`src/include/cantm_pkg.sv`:
```
package cantm_pkg;

    // ------------------------------------------------------------------
    // register map
    // ------------------------------------------------------------------
    localparam logic [7:0] ADDR_CTRL   = 8'h00;
    localparam logic [7:0] ADDR_ERRCNT = 8'h04;
    localparam logic [7:0] ADDR_STATUS = 8'h08;

    // ------------------------------------------------------------------
    // control field positions and reset values
    // ------------------------------------------------------------------
    localparam int unsigned BIT_MASTER = 15;
    localparam int unsigned BIT_AACK   = 12;
    localparam int unsigned BIT_FREEZE = 11;
    localparam int unsigned BIT_RXDIS  = 10;
    localparam int unsigned BIT_TXDIS  = 9;
    localparam int unsigned BIT_LOOP   = 8;
    localparam logic        CTRL_RST   = 1'b0;

    // errcnt fields
    localparam int unsigned TEC_LSB    = 0;
    localparam int unsigned REC_LSB    = 16;
    localparam int unsigned TEC_W      = 9;
    localparam int unsigned REC_W      = 8;
    localparam logic [8:0]  TEC_MAX    = 9'h1FF;
    localparam logic [7:0]  REC_MAX    = 8'hFF;
    localparam logic [3:0]  STEP_BIG   = 4'h8;
    localparam logic [3:0]  STEP_ONE   = 4'h1;

    // bus levels
    localparam logic        RECESSIVE  = 1'b1;
    localparam logic        DOMINANT   = 1'b0;

    // ------------------------------------------------------------------
    // carriers
    // ------------------------------------------------------------------
    typedef struct packed {
        logic test_mode_master_enable;
        logic auto_ack_enable;
        logic error_count_freeze;
        logic rx_input_disable;
        logic tx_output_disable;
        logic internal_loop_enable;
    } cantm_ctrl_s;

    typedef struct packed {
        logic tec_inc1;
        logic tec_inc8;
        logic tec_dec;
        logic rec_inc1;
        logic rec_inc8;
        logic rec_dec;
    } cantm_err_s;

endpackage : cantm_pkg

```
`src/hw/cantm_errcnt.sv`:
```
`timescale 1ns/1ps
module cantm_errcnt #(
    parameter int unsigned TW = 9,
    parameter int unsigned RW = 8
) (
    input  wire logic                 pclk,    // clock
    input  wire logic                 presetn, // async reset, low
    input  wire logic                 freeze,  // hold both counters
    input  wire cantm_pkg::cantm_err_s evt,    // protocol events
    output logic [TW-1:0]             tec,     // transmit errors
    output logic [RW-1:0]             rec      // receive errors
);

    logic [TW-1:0] tec_r, tec_nxt;
    logic [RW-1:0] rec_r, rec_nxt;

    // saturating step; +1 and a decrement in one cycle net out; +8 and a decrement give +7
    function automatic logic [15:0] step(input logic [15:0] v,
                                         input logic [15:0] max,
                                         input logic inc1,
                                         input logic inc8,
                                         input logic dec);
        logic [16:0] s;
        s = {1'b0, v};
        if (inc8) begin
            s = s + {13'h0, cantm_pkg::STEP_BIG};
        end else if (inc1) begin
            s = s + {13'h0, cantm_pkg::STEP_ONE};
        end
        if (dec && s != 17'h0) begin
            s = s - 17'h1;
        end
        if (s > {1'b0, max}) begin
            s = {1'b0, max};
        end
        return s[15:0];
    endfunction : step

    always_comb begin
        tec_nxt = tec_r;
        rec_nxt = rec_r;
        if (!freeze) begin
            tec_nxt = TW'(step(16'(tec_r), 16'(cantm_pkg::TEC_MAX),
                              evt.tec_inc1, evt.tec_inc8, evt.tec_dec));
            rec_nxt = RW'(step(16'(rec_r), 16'(cantm_pkg::REC_MAX),
                              evt.rec_inc1, evt.rec_inc8, evt.rec_dec));
        end
    end

    always_ff @(posedge pclk or negedge presetn) begin
        if (!presetn) begin
            tec_r <= '0;
            rec_r <= '0;
        end else begin
            tec_r <= tec_nxt;
            rec_r <= rec_nxt;
        end
    end

    assign tec = tec_r;
    assign rec = rec_r;

endmodule : cantm_errcnt

```
`src/hw/cantm_top.sv`:
```
// What this block does
// - auto-ack bit 12 set: node makes its own acknowledge; clear: it does not
// - freeze bit 11 set: both error counters hold their values
// - freeze bit clear: error counters count per protocol events
// - rx-disable bit 10 clear: core receive input comes from rx pin
// - rx-disable set, loop clear: core receive input stays recessive
// - rx-disable set, loop set: core receive input is internal tx value
// - test bits act only with master enable set; else normal mode
// - loop acts only with rx-disable set: loop clear gives recessive rx; loop set feeds rx from internal tx
`timescale 1ns/1ps
module cantm_top (
    input  wire logic                  pclk,         // apb clock
    input  wire logic                  presetn,      // async reset, low
    input  wire logic                  psel,         // apb select
    input  wire logic                  penable,      // apb access phase
    input  wire logic                  pwrite,       // apb write
    input  wire logic [7:0]            paddr,        // apb byte address
    input  wire logic [31:0]           pwdata,       // apb write data
    output logic [31:0]                prdata,       // apb read data
    output logic                       pready,       // apb ready
    output logic                       pslverr,      // apb error
    input  wire logic                  core_tx,      // tx bit from core
    input  wire logic                  core_ack_slot,// own frame ack slot
    input  wire cantm_pkg::cantm_err_s core_err,     // counter events
    input  wire logic                  can_rx_pin,   // bus receive pin
    output logic                       can_tx_pin,   // bus transmit pin
    output logic                       core_rx,      // rx bit to core
    output logic [8:0]                 tec,          // transmit err count
    output logic [7:0]                 rec           // receive err count
);

    // ------------------------------------------------------------------
    // apb slave
    // ------------------------------------------------------------------
    cantm_pkg::cantm_ctrl_s ctrl_r, ctrl_nxt;
    logic [31:0]            prdata_r, prdata_nxt;
    logic                   pready_r, pready_nxt;
    logic                   pslverr_r, pslverr_nxt;
    logic [8:0]             tec_w;
    logic [7:0]             rec_w;

    function automatic logic mapped(input logic [7:0] a);
        return a == cantm_pkg::ADDR_CTRL || a == cantm_pkg::ADDR_ERRCNT ||
               a == cantm_pkg::ADDR_STATUS;
    endfunction : mapped

    // effective controls: everything gated by the master enable
    function automatic cantm_pkg::cantm_ctrl_s gate(
        input cantm_pkg::cantm_ctrl_s c);
        cantm_pkg::cantm_ctrl_s g;
        g = c;
        if (!c.test_mode_master_enable) begin
            g = '0;
        end
        return g;
    endfunction : gate

    function automatic logic [31:0] ctrl_word(
        input cantm_pkg::cantm_ctrl_s c);
        logic [31:0] w;
        w = 32'h0000_0000;
        w[cantm_pkg::BIT_MASTER] = c.test_mode_master_enable;
        w[cantm_pkg::BIT_AACK]   = c.auto_ack_enable;
        w[cantm_pkg::BIT_FREEZE] = c.error_count_freeze;
        w[cantm_pkg::BIT_RXDIS]  = c.rx_input_disable;
        w[cantm_pkg::BIT_TXDIS]  = c.tx_output_disable;
        w[cantm_pkg::BIT_LOOP]   = c.internal_loop_enable;
        return w;
    endfunction : ctrl_word

    cantm_pkg::cantm_ctrl_s eff;
    assign eff = gate(ctrl_r);

    // answer one cycle after setup: pready rises in the first access cycle
    always_comb begin
        ctrl_nxt    = ctrl_r;
        prdata_nxt  = prdata_r;
        pready_nxt  = 1'b0;
        pslverr_nxt = 1'b0;
        if (psel && !penable && !pready_r) begin
            pready_nxt  = 1'b1;
            pslverr_nxt = !mapped(paddr);
            prdata_nxt  = 32'h0000_0000;
            if (!pwrite) begin
                unique case (paddr)
                    cantm_pkg::ADDR_CTRL: begin
                        prdata_nxt = ctrl_word(ctrl_r);
                    end
                    cantm_pkg::ADDR_ERRCNT: begin
                        prdata_nxt[cantm_pkg::TEC_LSB +: 9] = tec_w;
                        prdata_nxt[cantm_pkg::REC_LSB +: 8] = rec_w;
                    end
                    cantm_pkg::ADDR_STATUS: begin
                        prdata_nxt = ctrl_word(eff);
                    end
                    default: begin
                        prdata_nxt = 32'h0000_0000;
                    end
                endcase
            end
        end
        // write commits at the edge where pready is seen high
        if (psel && penable && pready_r && pwrite &&
            paddr == cantm_pkg::ADDR_CTRL) begin
            ctrl_nxt.test_mode_master_enable = pwdata[cantm_pkg::BIT_MASTER];
            ctrl_nxt.auto_ack_enable         = pwdata[cantm_pkg::BIT_AACK];
            ctrl_nxt.error_count_freeze      = pwdata[cantm_pkg::BIT_FREEZE];
            ctrl_nxt.rx_input_disable        = pwdata[cantm_pkg::BIT_RXDIS];
            ctrl_nxt.tx_output_disable       = pwdata[cantm_pkg::BIT_TXDIS];
            ctrl_nxt.internal_loop_enable    = pwdata[cantm_pkg::BIT_LOOP];
        end
    end

    always_ff @(posedge pclk or negedge presetn) begin
        if (!presetn) begin
            ctrl_r    <= {6{cantm_pkg::CTRL_RST}};
            prdata_r  <= 32'h0000_0000;
            pready_r  <= 1'b0;
            pslverr_r <= 1'b0;
        end else begin
            ctrl_r    <= ctrl_nxt;
            prdata_r  <= prdata_nxt;
            pready_r  <= pready_nxt;
            pslverr_r <= pslverr_nxt;
        end
    end

    assign prdata  = prdata_r;
    assign pready  = pready_r;
    assign pslverr = pslverr_r;

    // ------------------------------------------------------------------
    // transmit and receive path
    // ------------------------------------------------------------------
    logic int_tx;
    logic tx_r, tx_nxt;
    logic rx_r, rx_nxt;

    // own ack forced into the internal tx value, so loopback sees it too
    always_comb begin
        int_tx = core_tx;
        if (eff.auto_ack_enable && core_ack_slot) begin
            int_tx = cantm_pkg::DOMINANT;
        end
    end

    always_comb begin
        tx_nxt = int_tx;
        if (eff.tx_output_disable) begin
            tx_nxt = cantm_pkg::RECESSIVE;
        end
        // master off gives eff all zero, so rx comes from the pin
        if (!eff.rx_input_disable) begin
            rx_nxt = can_rx_pin;
        end else if (eff.internal_loop_enable) begin
            rx_nxt = int_tx;
        end else begin
            rx_nxt = cantm_pkg::RECESSIVE;
        end
    end

    always_ff @(posedge pclk or negedge presetn) begin
        if (!presetn) begin
            tx_r <= cantm_pkg::RECESSIVE;
            rx_r <= cantm_pkg::RECESSIVE;
        end else begin
            tx_r <= tx_nxt;
            rx_r <= rx_nxt;
        end
    end

    assign can_tx_pin = tx_r;
    assign core_rx    = rx_r;

    // ------------------------------------------------------------------
    // error counters
    // ------------------------------------------------------------------
    cantm_errcnt #(
        .TW (cantm_pkg::TEC_W),
        .RW (cantm_pkg::REC_W)
    ) u_errcnt (
        .pclk    (pclk),
        .presetn (presetn),
        .freeze  (eff.error_count_freeze),
        .evt     (core_err),
        .tec     (tec_w),
        .rec     (rec_w)
    );

    assign tec = tec_w;
    assign rec = rec_w;

endmodule : cantm_top

```
`config.mk`:
```
export PLATFORM = sky130hd
export DESIGN_NAME = cantm_top
export DESIGN_NICKNAME = d
export VERILOG_FILES = /design/src/include/cantm_pkg.sv /design/src/hw/cantm_errcnt.sv /design/src/hw/cantm_top.sv
export SDC_FILE = /design/constraint.sdc
export NUM_CORES = 1
export LEC_CHECK = 0
export ABC_AREA = 1
export BUFFER_PORTS_ARGS = -buffer_cell sky130_fd_sc_hd__buf_2
export CAP_MARGIN = 20
export CORE_ASPECT_RATIO = 1.2
export CORE_MARGIN = 3
export CORE_UTILIZATION = 50
export CTS_BUF_LIST = sky130_fd_sc_hd__clkbuf_8
export DETAILED_ROUTE_END_ITERATION = 6
export GPL_TIMING_DRIVEN = 0
export PLACE_DENSITY = 0.81
export SYNTH_ARGS = -nofsm -noshare
export SYNTH_HDL_FRONTEND = slang
export SYNTH_HIERARCHICAL = 1
export SYNTH_SLANG_ARGS = --single-unit
```
`constraint.sdc`:
```
create_clock -name pclk -period 3.6 [get_ports pclk]
set_input_delay 0.18 -clock pclk [delete_from_list [all_inputs] [get_ports pclk]]
set_output_delay 0.18 -clock pclk [all_outputs]
set_load 0.005 [all_outputs]
```
==> results.env, run 1 <==
RESULT_OF_THE_RUN='complete, no violations'
TYPE_OF_THE_WORST_SETUP_PATH='register to register'
WORST_HOLD_CHECK_PATH_TYPE='input pin to register'
CP-START-KIND='register'
CRITICAL_PATH.MAX_FANOUT=7
AREA_OF_THE_PLACEABLE_CORE_MM2=0.006646
POSTCTSRESIZEDCELLS=0
POWER_DENSITY_mW_PER_MM2=549.5
LAYOUT_COMMON_CELLS='sky130_fd_sc_hd__nand2_1 (214), sky130_fd_sc_hd__buf_2 (70), sky130_fd_sc_hd__inv_1 (65)'
LAYOUT.CELLS.MOST_COMMON='sky130_fd_sc_hd__nand2_1'
SYNTHESIS.AREA_MM2=0.003532
START_UTIL_PCT=53.14
BOUNDARYPINS=107
DRT_ANTENNA_NET_COUNT=0
WORSTHOLDSTART='can_rx_pin'
AREAGROWTHSYNTHTOFINISH_PCT=17.00
SYNTH-SEQ-CELLS=49
CRIT-REG2REG-LAUNCH='u_errcnt/rec[0]'
PLACEMENT_ROWS=32
SEQUENTIAL_CELL_AREA_MM2=0.001229
PERIOD_NEEDED_NS=2.591
CTS_BUFFERS=5
SYNTHESIS.INSTANCES=534
CTSLONGESTPATHBUFFERS=2
DIE_W_UM=82.73
SYNTH_TOP_AREA_SHARE_PCT=33.30
SETUP-TNS-FINAL_NS=0
LAYOUT.NETS=684
CLOCK_TREE.HTREE_LEVEL_COUNT=2
SYNTH_TOP_CELL_BY_AREA='sky130_fd_sc_hd__dfrtp_1'
CTS_ROOT_BUF='sky130_fd_sc_hd__clkbuf_8'
PLACEMENT.IO_BUFFERS=70
GRTUSAGETOTAL_PCT=21.57
PLACE_HPWL_UM=6810
DRC=0
REG_POWER_SHARE_PCT=35.8
SYNTHDISTINCTLIBCELLS=30
POWER.SWITCHING_mW=1.061
GRT_ANTENNA_BEFORE_REPAIR=0
LARGEST_CELLS_BY_AREA_AFTER_SYNTHESIS='sky130_fd_sc_hd__dfrtp_1 (33%), sky130_fd_sc_hd__nand2_1 (23%), sky130_fd_sc_hd__nand3_1 (8.4%)'
SHARE_COMB_OF_TOTAL_POWER_PCT=51.1
TRITONCTS='done'
DIEAREA_MM2=0.008113
FIRST_GLOBAL_VIAS=3303
CLK_LATENCY_NS=0.29
CLOCKPOWERSHARE_PCT=13.1
DRT_FIRST_ITER_VIOLATIONS=161
RSZ0062_AT_GRT='false'
GRT-OVFL-TOTAL=0
ROUTED_WL_UM=8604
PEAKVDDDROP_V=0.0002872
WORST-R2R-CELL-COUNT=15
GLOBALPLACE.CONGESTION=0.9283
WHS_PATH_DEPTH=3
SYN-MEAN-INSTANCE-AREA_UM2=6.614
PERIOD_SHARE_PCT=71.97
MULTI_INPUT_AREA_MM2=0.001951
YOSYSWARNINGCOUNT=6
PIN_COUNT_OF_THE_BIGGEST_NET_ENTERING_GLOBAL_ROUTING=50
GRT_FIRST_PASS_WIRELENGTH_UM=14160
CP-STARTPOINT='u_errcnt/rec[0]'
CRITPATHREQUIREDTIME_NS=3.84
POST_DRT_WL_PER_CELL_UM=12.15
WORST_SETUP_HOLD_PATH_CLK_SLEW_NS=0.09
TIMING.CLOCK.SKEW_NS=0.006440
NETSWITCHINGFRACTION_PCT=46.72
NUM_VIAS=3599
CELL_INTERNAL_PWR_mW=1.210
FINISH.CELL_COUNT_WITHOUT_FILLERS=708
LAYOUT-DRIVE-GT1-SHARE_PCT=21.51
FILLERINSTANCES=611
SYNTH.YOSYS.SEQ_AREA_SHARE_PCT=34.79
REPORT.FINAL.SETUP_VIOL=0
DETAILEDROUTE.FIRSTPASSITERATIONCOUNT=5
DRV_CAP=0
MAX_FREQ_MHz=386.0
HOLD_VIOLATIONS=0
SLEW_VIOLATIONS=0
WORST_SETUP_PATH_END_KIND='register'
VIAS_PER_CELL=5.083
CRITPATHARRIVALTIME_NS=2.83
POWER.LEAKAGE_nW=2.502
CLOCK_SINK_COUNT=49
PLACEDCELLCOUNT=698
DIE_H_UM=98.07
INSERTEDDIODECOUNT=0
layer usage:
layer / share of wire (%) / global-route usage (%)
met4: 0.91 / 5.912
met1: 43 / 28.47
met2: 50 / 36.60
met5: 0 / 0
met3: 6.3 / 2.860
worst max-delay path, cell delays in order (launching register included):
cell and delay (ns):
sky130_fd_sc_hd__dfrtp_1 0.44, sky130_fd_sc_hd__ha_1 0.33, sky130_fd_sc_hd__o21ai_2 0.27, sky130_fd_sc_hd__ha_1 0.25, sky130_fd_sc_hd__nand3_2 0.11, sky130_fd_sc_hd__nor2_2 0.17
sky130_fd_sc_hd__nand2_1 0.09, sky130_fd_sc_hd__nor2_1 0.10, sky130_fd_sc_hd__ha_1 0.25, sky130_fd_sc_hd__inv_1 0.07, sky130_fd_sc_hd__nor2_1 0.04, sky130_fd_sc_hd__nand2_1 0.08
sky130_fd_sc_hd__nand2_2 0.10, sky130_fd_sc_hd__nand3_1 0.11, sky130_fd_sc_hd__nand2_1 0.06, sky130_fd_sc_hd__inv_1 0.05
cell type report:
type                       count  share of cell area (%)
multi-input combinational    408                   47.20
sequential                    49                   29.73
timing repair buffer          72                   9.204
inverter                      66                   5.995
buffer                        20                   3.361
tap                           85                   2.573
clock buffer                   5                   1.665
clock inverter                 3                  0.2725
power groups by stage:
| stage | registers, mW | logic, mW | clock network [mW] |
|---|---|---|---|
| 6_report | 0.813 | 1.16 | 0.299 |
| 3_5_place_dp | 0.821 | 1.15 | 0 |
| 4_1_cts | 0.810 | 1.15 | 0.307 |
| 2_1_floorplan | 0.786 | 0.851 | 0 |
| 5_1_grt | 0.836 | 1.33 | 0.325 |
| 3_3_place_gp | 0.817 | 1.10 | 0 |
cell families (layout without fill, tap and decap cells):
| logic type | after synthesis | in the layout | synth area share (%) |
|---|---|---|---|
| AO/OA/AOI/OAI | 29 | 29 | 4.924 |
| XOR/XNOR | 10 | 10 | 2.480 |
| adder cells (fa/ha/maj) | 8 | 8 | 2.834 |
| buffers and inverters | 86 | 166 | 10.95 |
| flip-flops | 49 | 49 | 34.79 |
| other | 1 | 10 | 0.1062 |
| AND/OR/NAND/NOR | 351 | 351 | 43.92 |
path summary, 6_finish.rpt:
| path | endpoint | slack (ns) |
|---|---|---|
| setup / recovery | u_errcnt/rec[6] | 1.01 |
| hold / removal | core_rx | 0.12 |
| setup reg to reg | u_errcnt/rec[6] | 1.01 |
| hold reg to reg | prdata[16] | 0.48 |
| max in group asynchronous | can_tx_pin | 2.79 |
| min in group asynchronous | prdata[11] | 0.28 |
registers in the layout, summed over array words and instances (netlist names):
name	cells
prdata	22
u_errcnt/tec	9
u_errcnt/rec	8
ctrl_r	6
can_tx_pin	1
core_rx	1
pready	1
pslverr	1
synthesized netlist by cell type (all sizes together):
master / count
ha: 8
buf: 15
nor3: 2
nand4: 9
clkbuf: 5
conb: 1
xor2: 8
a21oi: 13
xnor2: 2
inv: 66
nand2: 227
o21ai: 14
nand3: 64
nor2: 47
dfstp: 2
or2: 2
o211ai: 1
dfrtp: 47
a22o: 1
timing repair:
| item | in CTS | in global routing |
|---|---|---|
| hold endpoints to repair | 0 | 8 |
| hold buffers | 0 | 1 |
| endpoints found under the setup margin | 0 | 0 |
| setup buffers | 0 | 0 |
per-stage QoR:
| step | hold WS [ns] | setup slack (ns) | cell area [um2] | util, % | power (mW) |
|---|---|---|---|---|---|
| 6_report | 0.1158 | 1.009 | 4133 | 62.18 | 2.271 |
| 3_3_place_gp | 0.3923 | 1.101 | 4023 | 60.52 | 1.916 |
| 5_1_grt | 0.1192 | 0.7734 | 4133 | 62.18 | 2.493 |
| 3_5_place_dp | 0.4227 | 1.027 | 4023 | 60.52 | 1.966 |
| 2_1_floorplan | -0.1156 | 1.312 | 3566 | - | 1.637 |
| 4_1_cts | 0.1101 | 1.014 | 4103 | 61.73 | 2.266 |
Power figures use the tool's default switching activity.
==> inputs of run 2 (changes only) <==
--- a/config.mk
+++ b/config.mk
@@ -5,16 +5,16 @@
 export SDC_FILE = /design/constraint.sdc
 export NUM_CORES = 1
 export LEC_CHECK = 0
-export ABC_AREA = 1
+export ABC_AREA = 0
 export BUFFER_PORTS_ARGS = -buffer_cell sky130_fd_sc_hd__buf_2
 export CAP_MARGIN = 20
 export CORE_ASPECT_RATIO = 1.2
 export CORE_MARGIN = 3
-export CORE_UTILIZATION = 50
+export CORE_UTILIZATION = 48
 export CTS_BUF_LIST = sky130_fd_sc_hd__clkbuf_8
 export DETAILED_ROUTE_END_ITERATION = 6
 export GPL_TIMING_DRIVEN = 0
-export PLACE_DENSITY = 0.81
+export PLACE_DENSITY = 0.83
 export SYNTH_ARGS = -nofsm -noshare
 export SYNTH_HDL_FRONTEND = slang
 export SYNTH_HIERARCHICAL = 1
==> constraint.sdc (replaced) <==
create_clock -name pclk -period 2.2 [get_ports pclk]
set_input_delay 0.11 -clock pclk [delete_from_list [all_inputs] [get_ports pclk]]
set_output_delay 0.11 -clock pclk [all_outputs]
set_load 0.005 [all_outputs]
==> run 2 against run 1 <==
Net effect:
- the flow now finishes with violations (negative setup slack)
- maximum frequency is 1.5% lower
- power is 120% higher
- die area is 4.8% lower
- cell area is 11% higher
- first-iteration DRC count is 4.3% higher
- critical path type unchanged
- largest power group unchanged
- highest routed layer unchanged
==> results.env, run 2 <==
HOLD_VIOLATIONS=0
FINAL_HOLD_SLACK_NS=0.03505
LAYOUT-DRIVE-GT1-SHARE_PCT=48.75
GRTUSAGETOTAL_PCT=22.87
CRITPATHARRIVALTIME_NS=2.83
SLEW_VIOLATIONS=0
TIMING.CLOCK.SKEW_NS=0.007883
YOSYSWARNINGCOUNT=6
WORST_SETUP_HOLD_PATH_CLK_SLEW_NS=0.09
DIEAREA_MM2=0.007727
VIAS_PER_CELL=5.536
CPPEAKSTAGEDELAY_NS=0.55
PIN_COUNT_OF_THE_BIGGEST_NET_ENTERING_GLOBAL_ROUTING=50
DESIGN_POWER_TOTAL_mW=5.034
CLK_LATENCY_NS=0.30
PLACE_HPWL_UM=5774
ASYNC_FLOP_SHARE_PCT=100.0
TYPE_OF_THE_WORST_SETUP_PATH='register to register'
SYNTH-SEQ-CELLS=49
DRV_CAP=0
LARGEST_CELLS_BY_AREA_AFTER_SYNTHESIS='sky130_fd_sc_hd__dfrtp_1 (37%), sky130_fd_sc_hd__nand2_1 (6.3%), sky130_fd_sc_hd__xnor2_1 (4.6%)'
WORST_HOLD_CHECK_PATH_TYPE='input pin to register'
CRITPATHREQUIREDTIME_NS=2.40
AREAGROWTHSYNTHTOFINISH_PCT=42.57
GLOBALPLACE.CONGESTION=0.8543
ROUTED_WL_UM=9228
DIE_H_UM=95.70
DETAILEDROUTE.FIRSTPASSITERATIONCOUNT=4
TRITONCTS='done'
PLACEMENT_ROWS=32
FINISH.CELL_COUNT_WITHOUT_FILLERS=565
PEAKVDDDROP_V=0.0007031
LAYOUT_COMMON_CELLS='sky130_fd_sc_hd__buf_2 (72), sky130_fd_sc_hd__buf_4 (53), sky130_fd_sc_hd__nand2_1 (53)'
PERIOD_SHARE_PCT=119.6
POWER_DENSITY_mW_PER_MM2=1097
CRITICAL_PATH.MAX_FANOUT=7
REGTOREGSETUPSLACK_NS=-0.43
VIOLATIONS_IN_THE_FINAL_REPORTS='negative setup slack'
RSZ0062_AT_GRT='true'
RESULT_OF_THE_RUN='finished with violations'
SYNTH-EDFF-COUNT=0
CLOCK_TREE.HTREE_LEVEL_COUNT=2
LEADING_CELL_TYPES_BY_COUNT_AFTER_SYNTHESIS='sky130_fd_sc_hd__nand2_1 (54), sky130_fd_sc_hd__dfrtp_1 (47), sky130_fd_sc_hd__o21ai_0 (24)'
PLACEDCELLCOUNT=510
PERIOD_NEEDED_NS=2.631
NUM_VIAS=3128
CTSLONGESTPATHBUFFERS=2
DRT_FIRST_ITER_VIOLATIONS=168
CRITICAL_PATH.SLOWEST_CELL='sky130_fd_sc_hd__or4_4'
SYNTHESIS.INSTANCES=346
SYNTHMOSTINSTANTIATEDCELL='sky130_fd_sc_hd__nand2_1'
PLACEMENT.IO_BUFFERS=70
SYN-MEAN-INSTANCE-AREA_UM2=9.301
MAX-SLEW-MARGIN-REL_PCT=64.15
START_UTIL_PCT=49.61
GRT_FIRST_PASS_WIRELENGTH_UM=13970
LAYOUT.NETS=541
CTS_ROOT_BUF='sky130_fd_sc_hd__clkbuf_8'
SYNTH_TOP_CELL_BY_AREA='sky130_fd_sc_hd__dfrtp_1'
INSERTEDDIODECOUNT=0
DRC=0
MAX_FREQ_MHz=380.0
CTS_BUFFERS=5
CLOCK_SINK_COUNT=49
WORST_SLEW_PIN_SLEW_NS=0.5336
DRT_ANTENNA_NET_COUNT=0
SYNTHDISTINCTLIBCELLS=69
LAYOUT.CELLS.MOST_COMMON='sky130_fd_sc_hd__buf_2'
POWER.LEAKAGE_nW=2.087
REPORT.FINAL.SETUP_VIOL=17
BOUNDARYPINS=107
SYNTHESIS.AREA_MM2=0.003218
CRIT_PATH_CELL_TRACE='buf_6, or4_4, o311a_4, nor4_1, or2_2, xor2_1, nand2b_1, a21bo_1'
SETUP-TNS-FINAL_NS=-5.090
GRT-OVFL-TOTAL=0
SYNTH.YOSYS.SEQ_AREA_SHARE_PCT=38.18
POSTLAYOUTSETUPSLACKWORST_NS=-0.4315
GRT_ANTENNA_BEFORE_REPAIR=0
AREA_OF_THE_PLACEABLE_CORE_MM2=0.006486
POST_DRT_WL_PER_CELL_UM=16.33
LARGEST_REGISTER_FF_COUNT=22
WORST_SETUP_PATH_END_KIND='register'
CP-START-KIND='register'
SYNTH_TOP_FLOP_CELL='sky130_fd_sc_hd__dfrtp_1'
DIE_W_UM=80.75
FIRST_GLOBAL_VIAS=3051
SYNTH_TOP_AREA_SHARE_PCT=36.55
[run 2: changes by cell type after synthesis, sizes merged, moves of 15 or more]
cell   previous run  this run
nor2             47        22
inv              66         8
nand3            64         5
nand2           227        54
o21ai            14        35
xnor2             2        17
[run 2: logic make-up (layout without fill, tap and decap cells)]
| group | count (synthesis) | in the layout | synth area share (%) |
|---|---|---|---|
| mux | 13 | 13 | 4.316 |
| xor+xnor | 27 | 27 | 7.348 |
| buf+inv | 32 | 157 | 6.182 |
| simple gates | 135 | 135 | 22.67 |
| compound gates | 81 | 81 | 18.08 |
| flops | 49 | 49 | 38.18 |
| other cells | 1 | 10 | 0.1165 |
| fa+ha+maj | 8 | 8 | 3.111 |
[run 2: worst max-delay path, delay by kind of cell, from the launching register on]
kind,cells,cell delay (ns)
buf+inv,1,0.15
compound gates,2,0.36
simple gates,4,1.33
flops,1,0.45
xor+xnor,1,0.25
[run 2: layout make-up]
type	count	area, um2
buffer	23	176.4
clock buffer	5	68.82
clock inverter	3	15.01
fill	475	1898
inverter	8	30.03
multi-input combinational	274	2206
sequential	49	1241
tap	85	106.4
timing repair buffer	118	744.5
[run 2: final timing paths]
| path | from | end | cells past startpoint |
|---|---|---|---|
| worst max-delay path | u_errcnt/rec[3] | u_errcnt/rec[3] | 8 |
| worst min-delay path | pwdata[12] | ctrl_r[4] | 2 |
| worst max register to register | u_errcnt/rec[3] | u_errcnt/rec[3] | 8 |
| worst min register to register | prdata[16] | prdata[16] | 2 |
| max in group asynchronous | presetn | u_errcnt/tec[1] | 3 |
| min in group asynchronous | presetn | prdata[12] | 2 |
[run 2: repair_timing]
action	4_1_cts	5_1_grt
endpoints found under the setup margin	17	17
buffers inserted	30	15
gates resized for setup	31	47
pin swaps	13	22
hold buffers	0	1
cloned	1	0
hold endpoints to repair	0	18
[run 2: stage by stage]
stage	util [%]	worst slack (ns)	instance area, um2
2_1_floorplan	-	-0.3148	3357
3_3_place_gp	58.80	-0.5433	3814
3_5_place_dp	58.80	-0.6236	3814
4_1_cts	65.45	-0.3908	4245
5_1_grt	70.74	-0.5207	4588
6_report	70.74	-0.4315	4588
[run 2: power by group]
part           internal (mW)  switching (mW)  total [mW]
sequential              1.09           0.366        1.45
combinational           1.59            1.49        3.08
clock                  0.216           0.285       0.501
[run 2: per-layer routing]
layer,vias to the layer above,GRT usage (%),share of wire [%]
li1,1484,-,-
met4,0,8.592,2.4
met3,22,3.464,4.3
met1,1533,27.58,39
met2,89,40.95,54
met5,-,0,0
